==> config.mk <==
export PLATFORM = sky130hd
export DESIGN_NAME = tccfg_top
export DESIGN_NICKNAME = d
export VERILOG_FILES = /design/src/tccfg_top.v
export VERILOG_INCLUDE_DIRS = /design/src
export SDC_FILE = /design/constraint.sdc
export NUM_CORES = 1
export LEC_CHECK = 0
export BUFFER_PORTS_ARGS = -buffer_cell sky130_fd_sc_hd__buf_2
export CORE_UTILIZATION = 48
export DETAILED_ROUTE_END_ITERATION = 8
export PLACE_DENSITY_LB_ADDON = 0.08
export RECOVER_POWER = 100
export SLEW_MARGIN = 5
export SYNTH_ARGS = -nofsm -noshare
export SYNTH_HDL_FRONTEND = slang
export SYNTH_SLANG_ARGS = --single-unit
==> constraint.sdc <==
create_clock -name ref_clk_in -period 2.5 [get_ports ref_clk_in]
set_input_delay 0.5 -clock ref_clk_in [delete_from_list [all_inputs] [get_ports ref_clk_in]]
set_output_delay 0.5 -clock ref_clk_in [all_outputs]
set_load 0.005 [all_outputs]
==> src/tccfg_map.vh <==
// Register map, field layout, encodings and timing constants of the CC config block
`ifndef TCCFG_MAP_VH
`define TCCFG_MAP_VH

// ****************************************************************
// Register offsets
// ****************************************************************
`define TCCFG_REG_VERSION   8'h01
`define TCCFG_REG_CTRL      8'h02
`define TCCFG_REG_INT_AD    8'h03
`define TCCFG_REG_CC_STAT   8'h04
`define TCCFG_REG_CONDET    8'h09
`define TCCFG_REG_VCONN     8'h0a
`define TCCFG_REG_SRESET    8'h10
`define TCCFG_REG_INT_MASK  8'h18
`define TCCFG_REG_INT_STAT  8'h19

// ****************************************************************
// Fields and reset values
// ****************************************************************
`define TCCFG_CTRL_RPSEL    4:3
`define TCCFG_CTRL_ROLE     2:1
`define TCCFG_CTRL_ADMASK   0
`define TCCFG_CTRL_WMASK    8'h1f
`define TCCFG_CTRL_RST      8'h00
`define TCCFG_CONDET_RST    1'h1
`define TCCFG_MASK_RST      5'h1f
`define TCCFG_ZERO8         8'h00

// ****************************************************************
// Encodings
// ****************************************************************
`define TCCFG_ROLE_UFP      2'h0
`define TCCFG_ROLE_DFP      2'h1
`define TCCFG_ROLE_DRP      2'h2
`define TCCFG_TERM_OPEN     2'h0
`define TCCFG_TERM_RA       2'h1
`define TCCFG_TERM_RD       2'h2
`define TCCFG_TERM_RP       2'h3
`define TCCFG_ATT_NONE      3'h0
`define TCCFG_ATT_DFP       3'h1
`define TCCFG_ATT_UFP       3'h2
`define TCCFG_ATT_AUDIO     3'h3
`define TCCFG_ATT_DEBUG     3'h4
`define TCCFG_POL_NONE      2'h0
`define TCCFG_POL_CC1       2'h1
`define TCCFG_POL_CC2       2'h2
`define TCCFG_RP_NONE       2'h0
`define TCCFG_RP_MED        2'h2
`define TCCFG_RP_HIGH       2'h3
`define TCCFG_RPSEL_DFLT    2'h0
`define TCCFG_RPSEL_MED     2'h1
`define TCCFG_RPSEL_HIGH    2'h2
`define TCCFG_VCONN_NONE    2'h0
`define TCCFG_VCONN_CC1     2'h1
`define TCCFG_VCONN_CC2     2'h2
`define TCCFG_I2C_ADDR_TAIL 5'h1d

// ****************************************************************
// Timing
// ****************************************************************
`define TCCFG_LATCH_NS      1000
`define TCCFG_CLK_MHZ       200
`define TCCFG_BIT_ACK       4'h8
`define TCCFG_BIT_POST      4'h9

`endif

==> src/tccfg_top.v <==
// Type-C CC controller configuration, strap latch, status and register logic
`timescale 1ns/1ps
`include "tccfg_map.vh"

// What this block does
// RL1 - Decode three-level role strap into DFP/DRP/UFP
// RL2 - Register mode latches role strap once only
// RL3 - Pin mode follows role strap at any time after latch
// RL4 - Address strap high/low selects register mode, bit6
// RL5 - Address strap mid turns bus pins into status
// RL6 - After latch, address pin becomes connection indicator
// RL7 - Connection indicator high while attached, else low
// RL8 - Indicator disable bit resets to one
// RL9 - Interrupt pin open drain, low while pending
// RL10 - Attach, detach, Rp change raise interrupt
// RL11 - Pin mode: third output low on audio accessory
// RL12 - Pin mode UFP: two outputs encode partner Rp
// RL13 - OTG ident low when DFP sees UFP
// RL14 - Chip disable high hibernates, registers lost
// RL15 - DFP advertises software Rp, default after power-up
// RL16 - Rp field selects 80/180/330 uA source
// RL17 - Cable connected bit clears when nothing attached
// RL18 - UFP reports partner current level in status
// RL19 - Straps sampled before bus usable, seed registers
// RL20 - Register mode: pins serve only bus, interrupt
// RL21 - Classify CC terminations, accessories, report status
// RL22 - VCONN status field with interrupt for line
// RL23 - Role field 00 UFP, 01 DFP, 10 DRP overrides
// RL24 - Interrupt releases once unmasked flags read clear
module tccfg_top #(
   parameter integer LATCH_CYC  = (`TCCFG_LATCH_NS * `TCCFG_CLK_MHZ + 999) / 1000,
   parameter [7:0]   REVISION_AND_MAKER_CODE = 8'h5a  // Arbitrary identity value
) (
   input  wire       ref_clk_in,
   input  wire       rst_in,
   input  wire       chip_disable_in,
   input  wire       role_strap_hi_in,
   input  wire       role_strap_lo_in,
   input  wire       adr_strap_hi_in,
   input  wire       adr_strap_lo_in,
   input  wire       scl_in,
   input  wire       sda_in,
   input  wire [1:0] cc1_term_in,
   input  wire [1:0] cc2_term_in,
   input  wire [1:0] partner_rp_in,
   input  wire       vbus_det_in,
   output wire       sda_out,
   output reg        sda_oe_out,
   output wire       scl_out,
   output reg        scl_oe_out,
   output wire       irq_n_out,
   output reg        irq_oe_out,
   output reg        connection_indicator_out,
   output reg        connection_indicator_oe_out,
   output wire       otg_ident_out,
   output reg        otg_ident_oe_out,
   output reg        rp_src_dflt_en_out,
   output reg        rp_src_med_en_out,
   output reg        rp_src_high_en_out,
   output reg  [1:0] cc_role_out
);

   localparam [15:0] LATCH_END = LATCH_CYC[15:0];
   localparam [2:0]  I2C_IDLE  = 3'h0;
   localparam [2:0]  I2C_ADDR  = 3'h1;
   localparam [2:0]  I2C_PTR   = 3'h2;
   localparam [2:0]  I2C_WDATA = 3'h3;
   localparam [2:0]  I2C_RDATA = 3'h4;

   // ****************************************************************
   // Declarations
   // ****************************************************************
   reg  [15:0] latch_cnt_ff;
   reg         latched_ff;
   reg         reg_mode_ff;
   reg         adr6_ff;
   reg  [7:0]  ctrl_ff;
   reg         condis_ff;
   reg  [4:0]  mask_ff;
   reg  [1:0]  int_ad_ff;
   reg  [4:0]  int_st_ff;
   reg  [2:0]  att_ff;
   reg  [1:0]  pol_ff;
   reg  [1:0]  rpdet_ff;
   reg         vbus_ff;
   reg  [1:0]  vconn_ff;
   reg         srst_ff;
   reg  [2:0]  st_ff;
   reg  [3:0]  bit_ff;
   reg  [7:0]  sh_ff;
   reg  [7:0]  ptr_ff;
   reg         rw_ff;
   reg         drv_ff;
   reg         wr_stb_ff;
   reg  [7:0]  wr_data_ff;
   reg         clr_ad_ff;
   reg         clr_st_ff;
   reg         scl_q_ff;
   reg         sda_q_ff;
   reg  [2:0]  nxt_att;
   reg  [1:0]  nxt_pol;
   reg  [1:0]  nxt_rp;
   reg  [1:0]  nxt_vconn;
   reg  [7:0]  rdata;
   wire        hib;
   wire [1:0]  strap_role;
   wire [1:0]  eff_role;
   wire        act_src;
   wire        irq_pend;
   wire [1:0]  ev_ad;
   wire [4:0]  ev_st;
   wire        scl_rise;
   wire        scl_fall;
   wire        i2c_start;
   wire        i2c_stop;
   wire        bus_on;

   // ****************************************************************
   // Helpers
   // ****************************************************************
   function [1:0] role_dec;
      input hi;
      input lo;
      begin
         if (hi)
            role_dec = `TCCFG_ROLE_DFP;  // RL1
         else if (lo)
            role_dec = `TCCFG_ROLE_UFP;  // RL1
         else
            role_dec = `TCCFG_ROLE_DRP;  // RL1
      end
   endfunction

   function is_term;
      input [1:0] line;
      input [1:0] code;
      begin
         is_term = (line == code);
      end
   endfunction

   assign hib        = rst_in | chip_disable_in;  // RL14
   assign strap_role = role_dec(role_strap_hi_in, role_strap_lo_in);
   assign eff_role   = reg_mode_ff ? ctrl_ff[`TCCFG_CTRL_ROLE] : strap_role;  // RL2 RL3 RL23
   assign act_src    = (eff_role == `TCCFG_ROLE_DFP) |
                       ((eff_role == `TCCFG_ROLE_DRP) &
                        (is_term(cc1_term_in, `TCCFG_TERM_RD) |
                         is_term(cc2_term_in, `TCCFG_TERM_RD) |
                         (is_term(cc1_term_in, `TCCFG_TERM_RA) &
                          is_term(cc2_term_in, `TCCFG_TERM_RA))));

   // ****************************************************************
   // Termination classification
   // ****************************************************************
   always @* begin
      nxt_att   = `TCCFG_ATT_NONE;
      nxt_pol   = `TCCFG_POL_NONE;
      nxt_vconn = `TCCFG_VCONN_NONE;
      if (latched_ff & act_src) begin
         if (is_term(cc1_term_in, `TCCFG_TERM_RD) & is_term(cc2_term_in, `TCCFG_TERM_RD)) begin
            nxt_att = `TCCFG_ATT_DEBUG;  // RL21
            nxt_pol = `TCCFG_POL_CC1;
         end else if (is_term(cc1_term_in, `TCCFG_TERM_RA) &
                      is_term(cc2_term_in, `TCCFG_TERM_RA)) begin
            nxt_att = `TCCFG_ATT_AUDIO;  // RL21
            nxt_pol = `TCCFG_POL_CC1;
         end else if (is_term(cc1_term_in, `TCCFG_TERM_RD)) begin
            nxt_att = `TCCFG_ATT_UFP;  // RL21
            nxt_pol = `TCCFG_POL_CC1;
            if (is_term(cc2_term_in, `TCCFG_TERM_RA))
               nxt_vconn = `TCCFG_VCONN_CC2;  // RL22
         end else if (is_term(cc2_term_in, `TCCFG_TERM_RD)) begin
            nxt_att = `TCCFG_ATT_UFP;  // RL21
            nxt_pol = `TCCFG_POL_CC2;
            if (is_term(cc1_term_in, `TCCFG_TERM_RA))
               nxt_vconn = `TCCFG_VCONN_CC1;  // RL22
         end
      end else if (latched_ff) begin
         if (is_term(cc1_term_in, `TCCFG_TERM_RP) & is_term(cc2_term_in, `TCCFG_TERM_RP)) begin
            nxt_att = `TCCFG_ATT_DEBUG;  // RL21
            nxt_pol = `TCCFG_POL_CC1;
         end else if (is_term(cc1_term_in, `TCCFG_TERM_RP)) begin
            nxt_att = `TCCFG_ATT_DFP;  // RL21
            nxt_pol = `TCCFG_POL_CC1;
         end else if (is_term(cc2_term_in, `TCCFG_TERM_RP)) begin
            nxt_att = `TCCFG_ATT_DFP;  // RL21
            nxt_pol = `TCCFG_POL_CC2;
         end
      end
      nxt_rp = (nxt_att == `TCCFG_ATT_DFP) ? partner_rp_in : `TCCFG_RP_NONE;  // RL18
   end

   // Attach/detach and the other change events
   assign ev_ad[0] = (att_ff == `TCCFG_ATT_NONE) & (nxt_att != `TCCFG_ATT_NONE);  // RL10
   assign ev_ad[1] = (att_ff != `TCCFG_ATT_NONE) & (nxt_att == `TCCFG_ATT_NONE);  // RL10
   assign ev_st[4] = (nxt_att == `TCCFG_ATT_DFP) & (nxt_rp != rpdet_ff);  // RL10
   assign ev_st[3] = (nxt_att != att_ff);
   assign ev_st[2] = ((pol_ff == `TCCFG_POL_NONE) & (nxt_pol != `TCCFG_POL_NONE)) |
                     ((nxt_vconn != vconn_ff) & (nxt_vconn != `TCCFG_VCONN_NONE));  // RL22
   assign ev_st[1] = (nxt_att == `TCCFG_ATT_DEBUG) & (att_ff != `TCCFG_ATT_DEBUG);
   assign ev_st[0] = (nxt_att == `TCCFG_ATT_AUDIO) & (att_ff != `TCCFG_ATT_AUDIO);

   assign irq_pend = (|(int_ad_ff & {2{~ctrl_ff[`TCCFG_CTRL_ADMASK]}})) |
                     (|(int_st_ff & ~mask_ff));  // RL24

   // ****************************************************************
   // Strap latch and registers
   // ****************************************************************
   always @(posedge ref_clk_in) begin
      if (hib) begin
         latch_cnt_ff <= 16'h0000;
         latched_ff   <= 1'b0;
         reg_mode_ff  <= 1'b0;
         adr6_ff      <= 1'b0;
      end else if (!latched_ff) begin
         latch_cnt_ff <= latch_cnt_ff + 16'h0001;
         if (latch_cnt_ff == LATCH_END) begin
            latched_ff  <= 1'b1;  // RL19
            reg_mode_ff <= adr_strap_hi_in | adr_strap_lo_in;  // RL4 RL5
            adr6_ff     <= adr_strap_hi_in;  // RL4
         end
      end
   end

   always @(posedge ref_clk_in) begin
      if (hib | srst_ff) begin
         ctrl_ff   <= `TCCFG_CTRL_RST;  // RL15
         condis_ff <= `TCCFG_CONDET_RST;  // RL8
         mask_ff   <= `TCCFG_MASK_RST;
         int_ad_ff <= 2'h0;
         int_st_ff <= 5'h00;
         att_ff    <= `TCCFG_ATT_NONE;
         pol_ff    <= `TCCFG_POL_NONE;
         rpdet_ff  <= `TCCFG_RP_NONE;
         vbus_ff   <= 1'b0;
         vconn_ff  <= `TCCFG_VCONN_NONE;
         srst_ff   <= 1'b0;
      end else begin
         if (!latched_ff)
            ctrl_ff[`TCCFG_CTRL_ROLE] <= strap_role;  // RL2 RL19
         att_ff    <= nxt_att;  // RL17
         pol_ff    <= nxt_pol;
         rpdet_ff  <= nxt_rp;  // RL18
         vbus_ff   <= vbus_det_in & (nxt_att == `TCCFG_ATT_DFP);
         vconn_ff  <= nxt_vconn;  // RL22
         // New event wins over a clear-on-read in the same cycle
         int_ad_ff <= (int_ad_ff & {2{~clr_ad_ff}}) | ev_ad;  // RL10 RL24
         int_st_ff <= (int_st_ff & {5{~clr_st_ff}}) | ev_st;  // RL24
         if (wr_stb_ff) begin
            case (ptr_ff)
               `TCCFG_REG_CTRL:     ctrl_ff   <= wr_data_ff & `TCCFG_CTRL_WMASK;  // RL23 RL15
               `TCCFG_REG_CONDET:   condis_ff <= wr_data_ff[0];
               `TCCFG_REG_INT_MASK: mask_ff   <= wr_data_ff[4:0];
               `TCCFG_REG_SRESET:   srst_ff   <= wr_data_ff[0];
               default:             srst_ff   <= 1'b0;
            endcase
         end
      end
   end

   always @* begin
      case (ptr_ff)
         `TCCFG_REG_VERSION:  rdata = REVISION_AND_MAKER_CODE;
         `TCCFG_REG_CTRL:     rdata = ctrl_ff;
         `TCCFG_REG_INT_AD:   rdata = {6'h00, int_ad_ff};
         `TCCFG_REG_CC_STAT:  rdata = {vbus_ff, rpdet_ff, att_ff, pol_ff};  // RL21 RL18
         `TCCFG_REG_CONDET:   rdata = {7'h00, condis_ff};
         `TCCFG_REG_VCONN:    rdata = {6'h00, vconn_ff};  // RL22
         `TCCFG_REG_INT_MASK: rdata = {3'h0, mask_ff};
         `TCCFG_REG_INT_STAT: rdata = {3'h0, int_st_ff};
         default:             rdata = `TCCFG_ZERO8;
      endcase
   end

   // ****************************************************************
   // Serial register slave
   // ****************************************************************
   assign bus_on    = latched_ff & reg_mode_ff;  // RL19 RL20
   assign scl_rise  = scl_in & ~scl_q_ff;
   assign scl_fall  = ~scl_in & scl_q_ff;
   assign i2c_start = scl_in & scl_q_ff & sda_q_ff & ~sda_in;
   assign i2c_stop  = scl_in & scl_q_ff & ~sda_q_ff & sda_in;

   always @(posedge ref_clk_in) begin
      if (hib) begin
         st_ff      <= I2C_IDLE;
         bit_ff     <= 4'h0;
         sh_ff      <= 8'h00;
         ptr_ff     <= 8'h00;
         rw_ff      <= 1'b0;
         drv_ff     <= 1'b0;
         wr_stb_ff  <= 1'b0;
         wr_data_ff <= 8'h00;
         clr_ad_ff  <= 1'b0;
         clr_st_ff  <= 1'b0;
         scl_q_ff   <= 1'b1;
         sda_q_ff   <= 1'b1;
      end else begin
         scl_q_ff  <= scl_in;
         sda_q_ff  <= sda_in;
         wr_stb_ff <= 1'b0;
         clr_ad_ff <= 1'b0;
         clr_st_ff <= 1'b0;
         if (!bus_on | i2c_stop) begin
            st_ff  <= I2C_IDLE;
            drv_ff <= 1'b0;
         end else if (i2c_start) begin
            st_ff  <= I2C_ADDR;
            bit_ff <= 4'h0;
            drv_ff <= 1'b0;
         end else if (st_ff == I2C_RDATA) begin
            if (scl_fall & (bit_ff < `TCCFG_BIT_ACK)) begin
               drv_ff <= ~sh_ff[7];
               sh_ff  <= {sh_ff[6:0], 1'b0};
               bit_ff <= bit_ff + 4'h1;
            end else if (scl_fall & (bit_ff == `TCCFG_BIT_ACK)) begin
               drv_ff <= 1'b0;
               bit_ff <= `TCCFG_BIT_POST;
            end else if (scl_rise & (bit_ff == `TCCFG_BIT_POST)) begin
               if (sda_in)
                  st_ff <= I2C_IDLE;
               else
                  bit_ff <= 4'h0;
            end
         end else if (st_ff != I2C_IDLE) begin
            if (scl_rise & (bit_ff < `TCCFG_BIT_ACK)) begin
               sh_ff  <= {sh_ff[6:0], sda_in};
               bit_ff <= bit_ff + 4'h1;
            end else if (scl_fall & (bit_ff == `TCCFG_BIT_ACK)) begin
               bit_ff <= `TCCFG_BIT_POST;
               case (st_ff)
                  I2C_ADDR: begin
                     if (sh_ff[7:1] == {1'b0, adr6_ff, `TCCFG_I2C_ADDR_TAIL}) begin  // RL4
                        drv_ff <= 1'b1;
                        rw_ff  <= sh_ff[0];
                     end else begin
                        st_ff <= I2C_IDLE;
                     end
                  end
                  I2C_PTR: begin
                     drv_ff <= 1'b1;
                     ptr_ff <= sh_ff;
                  end
                  I2C_WDATA: begin
                     drv_ff     <= 1'b1;
                     wr_stb_ff  <= 1'b1;
                     wr_data_ff <= sh_ff;
                  end
                  default: st_ff <= I2C_IDLE;
               endcase
            end else if (scl_fall & (bit_ff == `TCCFG_BIT_POST)) begin
               bit_ff <= 4'h0;
               drv_ff <= 1'b0;
               case (st_ff)
                  I2C_ADDR: begin
                     if (rw_ff) begin
                        st_ff     <= I2C_RDATA;
                        drv_ff    <= ~rdata[7];
                        sh_ff     <= {rdata[6:0], 1'b0};
                        bit_ff    <= 4'h1;
                        clr_ad_ff <= (ptr_ff == `TCCFG_REG_INT_AD);  // RL24
                        clr_st_ff <= (ptr_ff == `TCCFG_REG_INT_STAT);  // RL24
                     end else begin
                        st_ff <= I2C_PTR;
                     end
                  end
                  I2C_PTR:   st_ff <= I2C_WDATA;
                  I2C_WDATA: st_ff <= I2C_WDATA;
                  default:   st_ff <= I2C_IDLE;
               endcase
            end
         end
      end
   end

   // ****************************************************************
   // Pin drivers
   // ****************************************************************
   assign sda_out       = 1'b0;
   assign scl_out       = 1'b0;
   assign irq_n_out     = 1'b0;
   assign otg_ident_out = 1'b0;

   always @(posedge ref_clk_in) begin
      if (hib) begin
         sda_oe_out                  <= 1'b0;
         scl_oe_out                  <= 1'b0;
         irq_oe_out                  <= 1'b0;
         connection_indicator_out    <= 1'b0;
         connection_indicator_oe_out <= 1'b0;
         otg_ident_oe_out            <= 1'b0;
         rp_src_dflt_en_out          <= 1'b0;
         rp_src_med_en_out           <= 1'b0;
         rp_src_high_en_out          <= 1'b0;
         cc_role_out                 <= `TCCFG_ROLE_UFP;
      end else if (!latched_ff) begin
         sda_oe_out                  <= 1'b0;
         scl_oe_out                  <= 1'b0;
         irq_oe_out                  <= 1'b0;
         connection_indicator_oe_out <= 1'b0;  // RL6
      end else begin
         if (reg_mode_ff) begin
            sda_oe_out <= drv_ff;  // RL20
            scl_oe_out <= 1'b0;  // RL20
            irq_oe_out <= irq_pend;  // RL9
         end else begin
            sda_oe_out <= (rpdet_ff == `TCCFG_RP_MED) | (rpdet_ff == `TCCFG_RP_HIGH);  // RL12 RL5
            scl_oe_out <= (rpdet_ff == `TCCFG_RP_HIGH);  // RL12 RL5
            irq_oe_out <= (att_ff == `TCCFG_ATT_AUDIO);  // RL11
         end
         connection_indicator_oe_out <= ~reg_mode_ff | ~condis_ff;  // RL6 RL8
         connection_indicator_out    <= (att_ff != `TCCFG_ATT_NONE);  // RL7
         otg_ident_oe_out            <= act_src & (att_ff == `TCCFG_ATT_UFP);  // RL13
         rp_src_dflt_en_out <= act_src &
                               (ctrl_ff[`TCCFG_CTRL_RPSEL] != `TCCFG_RPSEL_MED) &
                               (ctrl_ff[`TCCFG_CTRL_RPSEL] != `TCCFG_RPSEL_HIGH);  // RL16
         rp_src_med_en_out  <= act_src &
                               (ctrl_ff[`TCCFG_CTRL_RPSEL] == `TCCFG_RPSEL_MED);  // RL16
         rp_src_high_en_out <= act_src &
                               (ctrl_ff[`TCCFG_CTRL_RPSEL] == `TCCFG_RPSEL_HIGH);  // RL16
         cc_role_out        <= eff_role;  // RL3
      end
   end

endmodule // tccfg_top

==> impl_metrics.tcl, run 1 <==
set metrics [dict create \
    cts_tree "done" \
    ioPinCount 31 \
    synth-edff-count 0 \
    finClkSkew_ps 5.55 \
    worstSetupPathType "reg2reg" \
    path_cells "or3b_1, o21ai_2, nor3_1, nand4b_1, clkbuf_1, mux2i_1, nor2_1" \
    async_flop_share_pct 0 \
    finalSetupTns_ps 0 \
    die_w_um 102 \
    h-tree-depth 3 \
    syn_area_per_cell_um2 8.32 \
    slew_headroom_pct 39.5 \
    post_drt_wl_per_cell_um 16.1 \
    critPathSlowestCell "or3b_1" \
    grt_max_degree 23 \
    start_kind "register" \
    setup_viol 0 \
    synth_ff_type "dfxtp_1" \
    hpwlAfterDp_um 8950 \
    p_leak_nw 1.89 \
    cts_root_buf "clkbuf_8" \
    dr.pass1.iters 4 \
    grtUsageTotal_pct 24.6 \
    multi_input_area_um2 2710 \
    hold_path_class "in2reg" \
    wl_um 12000 \
    final_core_util_pct 53.9 \
    antenna_found_initial 0 \
    fin_nets 629 \
    drcViolationCount 0 \
    n_antenna_cell 0 \
    fill_cells 972 \
    tightest_slew_ps 907 \
    period_share_pct 88.8 \
    cts-buffers-inserted 9 \
    seqCellArea_um2 1880 \
    syn_inst 580 \
    rsz0062_at_grt "false" \
    avgViaCountPerCell 5.80 \
    syn2layout_area_growth_pct 9.12 \
    grt-ovfl-total 0 \
    critPathBufInv 1 \
    drtIter0Drc 226 \
    period_minus_slack_ps 2220 \
    end_kind "register" \
    ys_seq_area_share_pct 39.0 \
    clock_latency_ps 360 \
    cp_max_fo 11 \
    p_per_area_nw_per_um2 505 \
    cts_resized 0 \
    synth_cell_types 71 \
    cts.sinks 94 \
    final-hold-violation-count 0 \
    drive_gt1_share_pct 10.5 \
    core-area_um2 9770 \
    syn_area_um2 4830 \
    rows 36 \
    synth_warnings 0 \
    clk_pin_slew_ps 90 \
    hold_slack_ps 344 \
    maxSlewViolCount 0 \
    clock.fmax_mhz 451 \
    cap_viol_max_count 0 \
    cts.path.max_buffers 2 \
    place_congestion 0.931 \
    ant_nets 0 \
    start_util_pct 49.4 \
    cts_setup_buffers 0 \
    vias 4312 \
    crit_family "simple AND/OR/NAND/NOR gates" \
    required_ps 2720 \
    fp.dieH_um 102 \
    grt_pass1_wl_um 19800 \
    numPortBuffers 26 \
    rrSetupSlack_ps 280 \
    grt_pass1_vias 3954 \
    status "complete, no violations" \
    ctsHoldBuffers 0 \
    worst-endpoint-arrival_ps 2440 \
    peakVddDrop_mv 0.322 \
    die-area_um2 10500 \
    ys_ff_latch 94 \
    critPathMaxStageDelay_ps 550 \
]
## where the power goes
part / internal [mW] / total (mW) / switching, mW / leakage [nW]
registers: 1.50 / 1.50 / 0.00476 / 0.758
clock network: 0.498 / 1.06 / 0.557 / 0.107
logic: 0.0332 / 0.103 / 0.0694 / 1.02
total: 2.03 / 2.66 / 0.632 / 1.89
## cells in the mapped netlist (all sizes together) (9+ instances only)
cell type  count  area, um2
dfxtp         94       1880
nor2          84        318
nand2         43        161
a21oi         33        173
nand3         29        145
mux2i         28        280
o21ai         22        114
buf           19        123
inv           19       71.3
clkbuf        14       52.6
nand4         14       87.6
nor3          14       70.1
nor2b         12       75.1
nand2b        11       68.8
nand3b        10       75.1
or3           10       67.6
xor2           9       78.8
## routing by layer
layer | track usage (%) | part of all wire, %
met1 | 35.6 | 49
met2 | 37.6 | 44
met3 | 3.42 | 5.0
met4 | 8.13 | 1.9
met5 | 0 | 0
## placed cells by master (no fill, tap or decap), types with 7 or more instances in the layout
master / count
mux2i_1: 28
a211oi_1: 7
nand4_1: 14
nor2b_1: 12
ha_1: 7
buf_2: 19
a21oi_1: 31
xnor2_1: 7
xor2_1: 9
dfxtp_1: 94
nand3b_1: 10
inv_1: 19
o21ai_0: 20
nor2_1: 83
o22ai_1: 7
clkbuf_8: 10
or3_1: 9
nand2_1: 43
nor3_1: 14
nand3_1: 29
buf_4: 11
clkbuf_1: 15
nand2b_1: 11
## through the flow
step,instances,area (um2),total power [mW],worst slack [ps]
after floorplan,583,4840,1.61,542
after global placement,728,5100,1.64,277
after detailed placement,728,5100,1.64,185
after CTS,744,5310,2.69,392
after global routing,744,5270,2.75,110
final,744,5270,2.66,280
## cell families after synthesis
group | synth area share, %
AND/OR/NAND/NOR | 28.4
AO/OA/AOI/OAI | 16.3
flip-flops | 39.0
buffers and inverters | 5.11
multiplexers | 6.35
XOR/XNOR | 2.90
adder cells (fa/ha/maj) | 1.81
other | 0.0777
## area by class of cell
cell class,count,area share [%]
sequential,94,35.7
timing repair buffer,45,4.44
tap,133,3.16
multi-input combinational,437,51.4
inverter,19,1.35
clock inverter,6,1.26
clock buffer,10,2.61
## state kept, by name, summed over array words and instances (netlist names), 2 cells and up
register / count
att_ff: 3
bit_ff: 4
cc_role_out: 2
ctrl_ff: 5
int_ad_ff: 2
int_st_ff: 5
latch_cnt_ff: 16
mask_ff: 5
pol_ff: 2
ptr_ff: 8
rpdet_ff: 2
sh_ff: 8
st_ff: 3
vconn_ff: 2
wr_data_ff: 5
## final timing paths
| path | from | to | cells past startpoint |
|---|---|---|---|
| setup / recovery | st_ff[1] | wr_data_ff[2] | 7 |
| hold reg to reg | int_st_ff[1] | int_st_ff[1] | 2 |
| hold / removal | vbus_det_in | vbus_ff | 2 |
| setup reg to reg | st_ff[1] | wr_data_ff[2] | 7 |
No activity file was read; power rests on OpenSTA's default activity.
==> run 2: changes to the inputs <==
CTS_BUF_LIST = sky130_fd_sc_hd__clkbuf_16   (was unset)
clock period = 2.6 ns   (was 2.5 ns; I/O delays follow)
==> run 2 against run 1 <==
- combinational power fell by 4%
- routed wire length about the same
- register-to-register slack gained 80 ps
- sequential cell count stayed put
- utilization rose by 0.72 points
- critical path type unchanged
- highest routed layer unchanged
- sequential share of layout area shrank 0.47 points
- largest power group unchanged
- via count down 0.35%
==> impl_metrics.tcl, run 2 (synthesized netlist as in run 1, its figures left out) <==
set metrics [dict create \
    finalSetupTns_ps 0 \
    fill_cells 936 \
    grt_pass1_vias 3978 \
    p_sw_uw 689 \
    layout_setup_ws_ps 363 \
    dr.pass1.iters 5 \
    avgViaCountPerCell 5.79 \
    cts-buffers-inserted 9 \
    drive_gt1_share_pct 9.85 \
    cts.sinks 94 \
    tightest_slew_ps 982 \
    pre_cts_ws_ps 237 \
    status "complete, no violations" \
    top_regs "latch_cnt_ff x16, ptr_ff x8, sh_ff x8" \
    finClkSkew_ps 9.63 \
    power_mw 2.84 \
    maxSlewViolCount 0 \
    core-area_um2 9770 \
    cp_max_fo 11 \
    hold_path_class "in2reg" \
    final_common_cell "dfxtp_1" \
    final_core_util_pct 54.6 \
    top_usage_layer "met2" \
    dp.cells 726 \
    path_cells "and3b_1, nand2_1, nor3_1, nor3b_1, clkbuf_2, mux2i_1, nor2_1" \
    worst-endpoint-arrival_ps 2440 \
    final-hold-violation-count 0 \
    critPathBufInv 1 \
    slew_headroom_pct 34.5 \
    clock.fmax_mhz 447 \
    numPortBuffers 26 \
    start_kind "register" \
    whs_path_depth 2 \
    hpwlAfterDp_um 8870 \
    cts.path.max_buffers 2 \
    cts_setup_buffers 0 \
    placed_area_um2 5090 \
    grtUsageTotal_pct 24.2 \
    die-area_um2 10500 \
    largest_register_ffs 16 \
    crit_family "simple AND/OR/NAND/NOR gates" \
    ant_nets 0 \
    clock_latency_ps 340 \
    critPathSlowestCell "dfxtp_1" \
    combPwrFrac_pct 3.5 \
    largest-register "latch_cnt_ff" \
    ioPinCount 31 \
    antenna_found_initial 0 \
    post_drt_wl_per_cell_um 16.2 \
    setup_viol 0 \
    die_w_um 102 \
    path_depth 7 \
    p_leak_nw 1.91 \
    drcViolationCount 0 \
    drtIter0Drc 231 \
    wl_um 12000 \
    hold_slack_ps 392 \
    clk_pin_slew_ps 70 \
    fin_nets 627 \
    h-tree-depth 3 \
    p_per_area_nw_per_um2 532 \
    critPathMaxStageDelay_ps 580 \
    fp.dieH_um 102 \
    grt-ovfl-total 0 \
    grt_max_degree 24 \
    ctsHoldBuffers 0 \
    worstSetupPathType "reg2reg" \
    met2_usage_pct 37.9 \
    p_int_mw 2.15 \
    required_ps 2800 \
    ff2ff_path_depth 7 \
    period_minus_slack_ps 2240 \
    cts_root_buf "clkbuf_16" \
    cap_viol_max_count 0 \
    syn2layout_area_growth_pct 10.6 \
    n_antenna_cell 0 \
    rsz0062_at_grt "false" \
    cts_tree "done" \
    final_cells 742 \
    cts_resized 0 \
    gr-usage-met3_pct 2.87 \
    clockPowerShare_pct 45.5 \
    final_cell_mix "94 x dfxtp_1, 83 x nor2_1, 43 x nand2_1" \
    met1_usage_pct 35.2 \
    peakVddDrop_mv 0.317 \
    place_congestion 0.912 \
    power.share.sequential_pct 51.0 \
    start_util_pct 49.4 \
    period_share_pct 86.1 \
    end_kind "register" \
    p_sw_share_pct 24.3 \
    final_area_um2 5340 \
    vias 4297 \
    rows 36 \
    grt_pass1_wl_um 19700 \
]
-- run 2: final timing paths --
path	startpoint	end	slack [ps]
max reg2reg	bit_ff[3]	ptr_ff[7]	360
min	vbus_det_in	vbus_ff	390
max	bit_ff[3]	ptr_ff[7]	360
min reg2reg	int_st_ff[1]	int_st_ff[1]	490
-- run 2: cell type report --
type | instances | area (um2) | area share [%]
Inverter | 19 | 71.3 | 1.34
Timing Repair Buffer | 43 | 220 | 4.13
Multi-Input combinational cell | 437 | 2710 | 50.7
Clock buffer | 9 | 225 | 4.22
Clock inverter | 7 | 67.6 | 1.27
Tap cell | 133 | 166 | 3.12
Sequential cell | 94 | 1880 | 35.3
-- run 2: routing by layer --
metal,part of all wire [%],vias to the layer above,routed length (um)
li1,-,2119,-
met1,49,2042,5910
met2,45,114,5360
met3,4.2,22,500
met4,1.8,0,216
met5,0,-,0
-- run 2: power groups by stage --
| stage | clock network (mW) | logic (mW) | registers (mW) |
|---|---|---|---|
| 2_1_floorplan | 0 | 0.0680 | 1.48 |
| 3_3_place_gp | 0 | 0.0991 | 1.48 |
| 3_5_place_dp | 0 | 0.102 | 1.48 |
| 6_report | 1.29 | 0.0990 | 1.45 |
| 4_1_cts | 1.30 | 0.102 | 1.45 |
| 5_1_grt | 1.37 | 0.111 | 1.45 |
==> run 3: changes to the inputs <==
==> constraint.sdc (replaced) <==
create_clock -name ref_clk_in -period 2.6 [get_ports ref_clk_in]
set_input_delay 0.52 -clock ref_clk_in [delete_from_list [all_inputs] [get_ports ref_clk_in]]
set_output_delay 0.52 -clock ref_clk_in [all_outputs]
set_load 0.05 [all_outputs]
==> run 3 against run 2 <==
- register-to-register slack hardly changed
- clock skew barely moved
- die area is the same
- hold slack improved by 3.7 ps
- clock-buffer cell count stayed put
- global-route usage is the same
- power up 0.28%
- via count down 0.12%
- combinational power up 11%
- sequential share of layout area about the same
- design area about the same
- non-clock buffer count unchanged
- critical endpoint unchanged
- largest power group unchanged
==> impl_metrics.tcl, run 3 (synthesized netlist as in run 1, its figures left out) <==
set metrics [dict create \
    grt_pass1_vias 3978 \
    cts.sinks 94 \
    cts-buffers-inserted 9 \
    post_drt_wl_per_cell_um 16.1 \
    rsz0062_at_grt "false" \
    end_kind "register" \
    clock.fmax_mhz 447 \
    crit_start "bit_ff[3]" \
    peakVddDrop_mv 0.316 \
    fp.dieH_um 102 \
    grt_max_degree 24 \
    start_util_pct 49.4 \
    drtIter0Drc 231 \
    crit_end "ptr_ff[7]" \
    seqCellArea_um2 1880 \
    period_minus_slack_ps 2240 \
    worstSetupPathType "reg2reg" \
    fill_cells 936 \
    dr.pass1.iters 5 \
    drcViolationCount 0 \
    numPortBuffers 26 \
    power_mw 2.85 \
    die-area_um2 10500 \
    final_cell_mix "94 x dfxtp_1, 83 x nor2_1, 43 x nand2_1" \
    worst-endpoint-arrival_ps 2430 \
    die_w_um 102 \
    h-tree-depth 3 \
    largest-register "latch_cnt_ff" \
    hpwlAfterDp_um 8870 \
    critPathMaxStageDelay_ps 580 \
    rrSetupSlack_ps 360 \
    grtUsageTotal_pct 24.2 \
    final_common_cell "dfxtp_1" \
    setup_viol 0 \
    grt-ovfl-total 0 \
    core-area_um2 9770 \
    slew_headroom_pct 34.5 \
    cts_tree "done" \
    syn2layout_area_growth_pct 10.5 \
    worstReg2RegEnd "ptr_ff[7]" \
    cts_setup_buffers 0 \
    p_leak_nw 1.90 \
    cp_max_fo 11 \
    path_depth 7 \
    required_ps 2800 \
    clk_pin_slew_ps 70 \
    clock_latency_ps 340 \
    path_cells "and3b_1, nand2_1, nor3_1, nor3b_1, clkbuf_2, mux2i_1, nor2_1" \
    cap_viol_max_count 0 \
    ff2ff_path_depth 7 \
    rows 36 \
    critPathBufInv 1 \
    p_per_area_nw_per_um2 533 \
    whs_path_depth 2 \
    finalSetupTns_ps 0 \
    multi_input_area_um2 2710 \
    avgViaCountPerCell 5.78 \
    final-hold-violation-count 0 \
    place_congestion 0.912 \
    critPathSlowestCell "dfxtp_1" \
    hold_path_class "in2reg" \
    cts.path.max_buffers 2 \
    tightest_slew_ps 982 \
    ioPinCount 31 \
    crit_family "simple AND/OR/NAND/NOR gates" \
    n_antenna_cell 0 \
    period_share_pct 86.0 \
    ant_nets 0 \
    vias 4292 \
    fin_nets 627 \
    cts_root_buf "clkbuf_16" \
    wl_um 12000 \
    cts_resized 0 \
    antenna_found_initial 0 \
    drive_gt1_share_pct 9.52 \
    start_kind "register" \
    maxSlewViolCount 0 \
    r2r-start "bit_ff[3]" \
    largest_register_ffs 16 \
    ctsHoldBuffers 0 \
    status "complete, no violations" \
    top_regs "latch_cnt_ff x16, ptr_ff x8, sh_ff x8" \
    finClkSkew_ps 9.74 \
    grt_pass1_wl_um 19700 \
]
==> run 3: cell types whose count changed in the layout (fill, tap and decap cells not counted), sizes merged <==
cell	previous run	this run
clkbuf	26	28
buf	26	24
==> run 3: area by class of cell <==
class	count	area share (%)
Clock buffer	9	4.22
Clock inverter	7	1.27
Inverter	19	1.34
Multi-Input combinational cell	437	50.7
Sequential cell	94	35.3
Tap cell	133	3.12
Timing Repair Buffer	43	4.08
==> run 3: worst min path at each step <==
stage,slack (ps),end,start
2_1_floorplan,430,connection_indicator_oe_out,condis_ff
5_1_grt,400,vbus_ff,vbus_det_in
3_3_place_gp,470,rp_src_high_en_out,rp_src_high_en_out
3_5_place_dp,480,int_ad_ff[1],int_ad_ff[1]
6_report,400,vbus_ff,vbus_det_in
4_1_cts,400,vbus_ff,vbus_det_in
==> run 3: report_power, final <==
part	switching [mW]	leakage (nW)	internal (mW)
Sequential	0.00455	0.758	1.44
Clock	0.614	0.142	0.675
Combinational	0.0784	0.998	0.0318
==> run 3: worst register-to-register path: cells and delay by family, from the launching register on <==
kind / cells / cell delay, ps
buffers and inverters: 1 / 310
DFF: 1 / 580
and+or+nand+nor: 5 / 970
muxes: 1 / 240
==> run 3: per-stage QoR <==
stage	cell area [um2]	util (%)	hold WS (ps)	instances	setup slack, ps
2_1_floorplan	4840	-	435	583	622
5_1_grt	5340	54.6	401	742	140
4_1_cts	5380	55.0	395	742	484
6_report	5340	54.6	395	742	363
3_5_place_dp	5090	52.0	478	726	237
3_3_place_gp	5090	52.0	472	726	354
==> run 3: metal layers <==
metal,GRT usage (%),vias to the layer above,wire length [um]
li1,-,2118,-
met1,35.2,2050,5950
met2,37.9,107,5380
met3,2.87,17,471
met4,6.04,0,167
met5,0,-,0
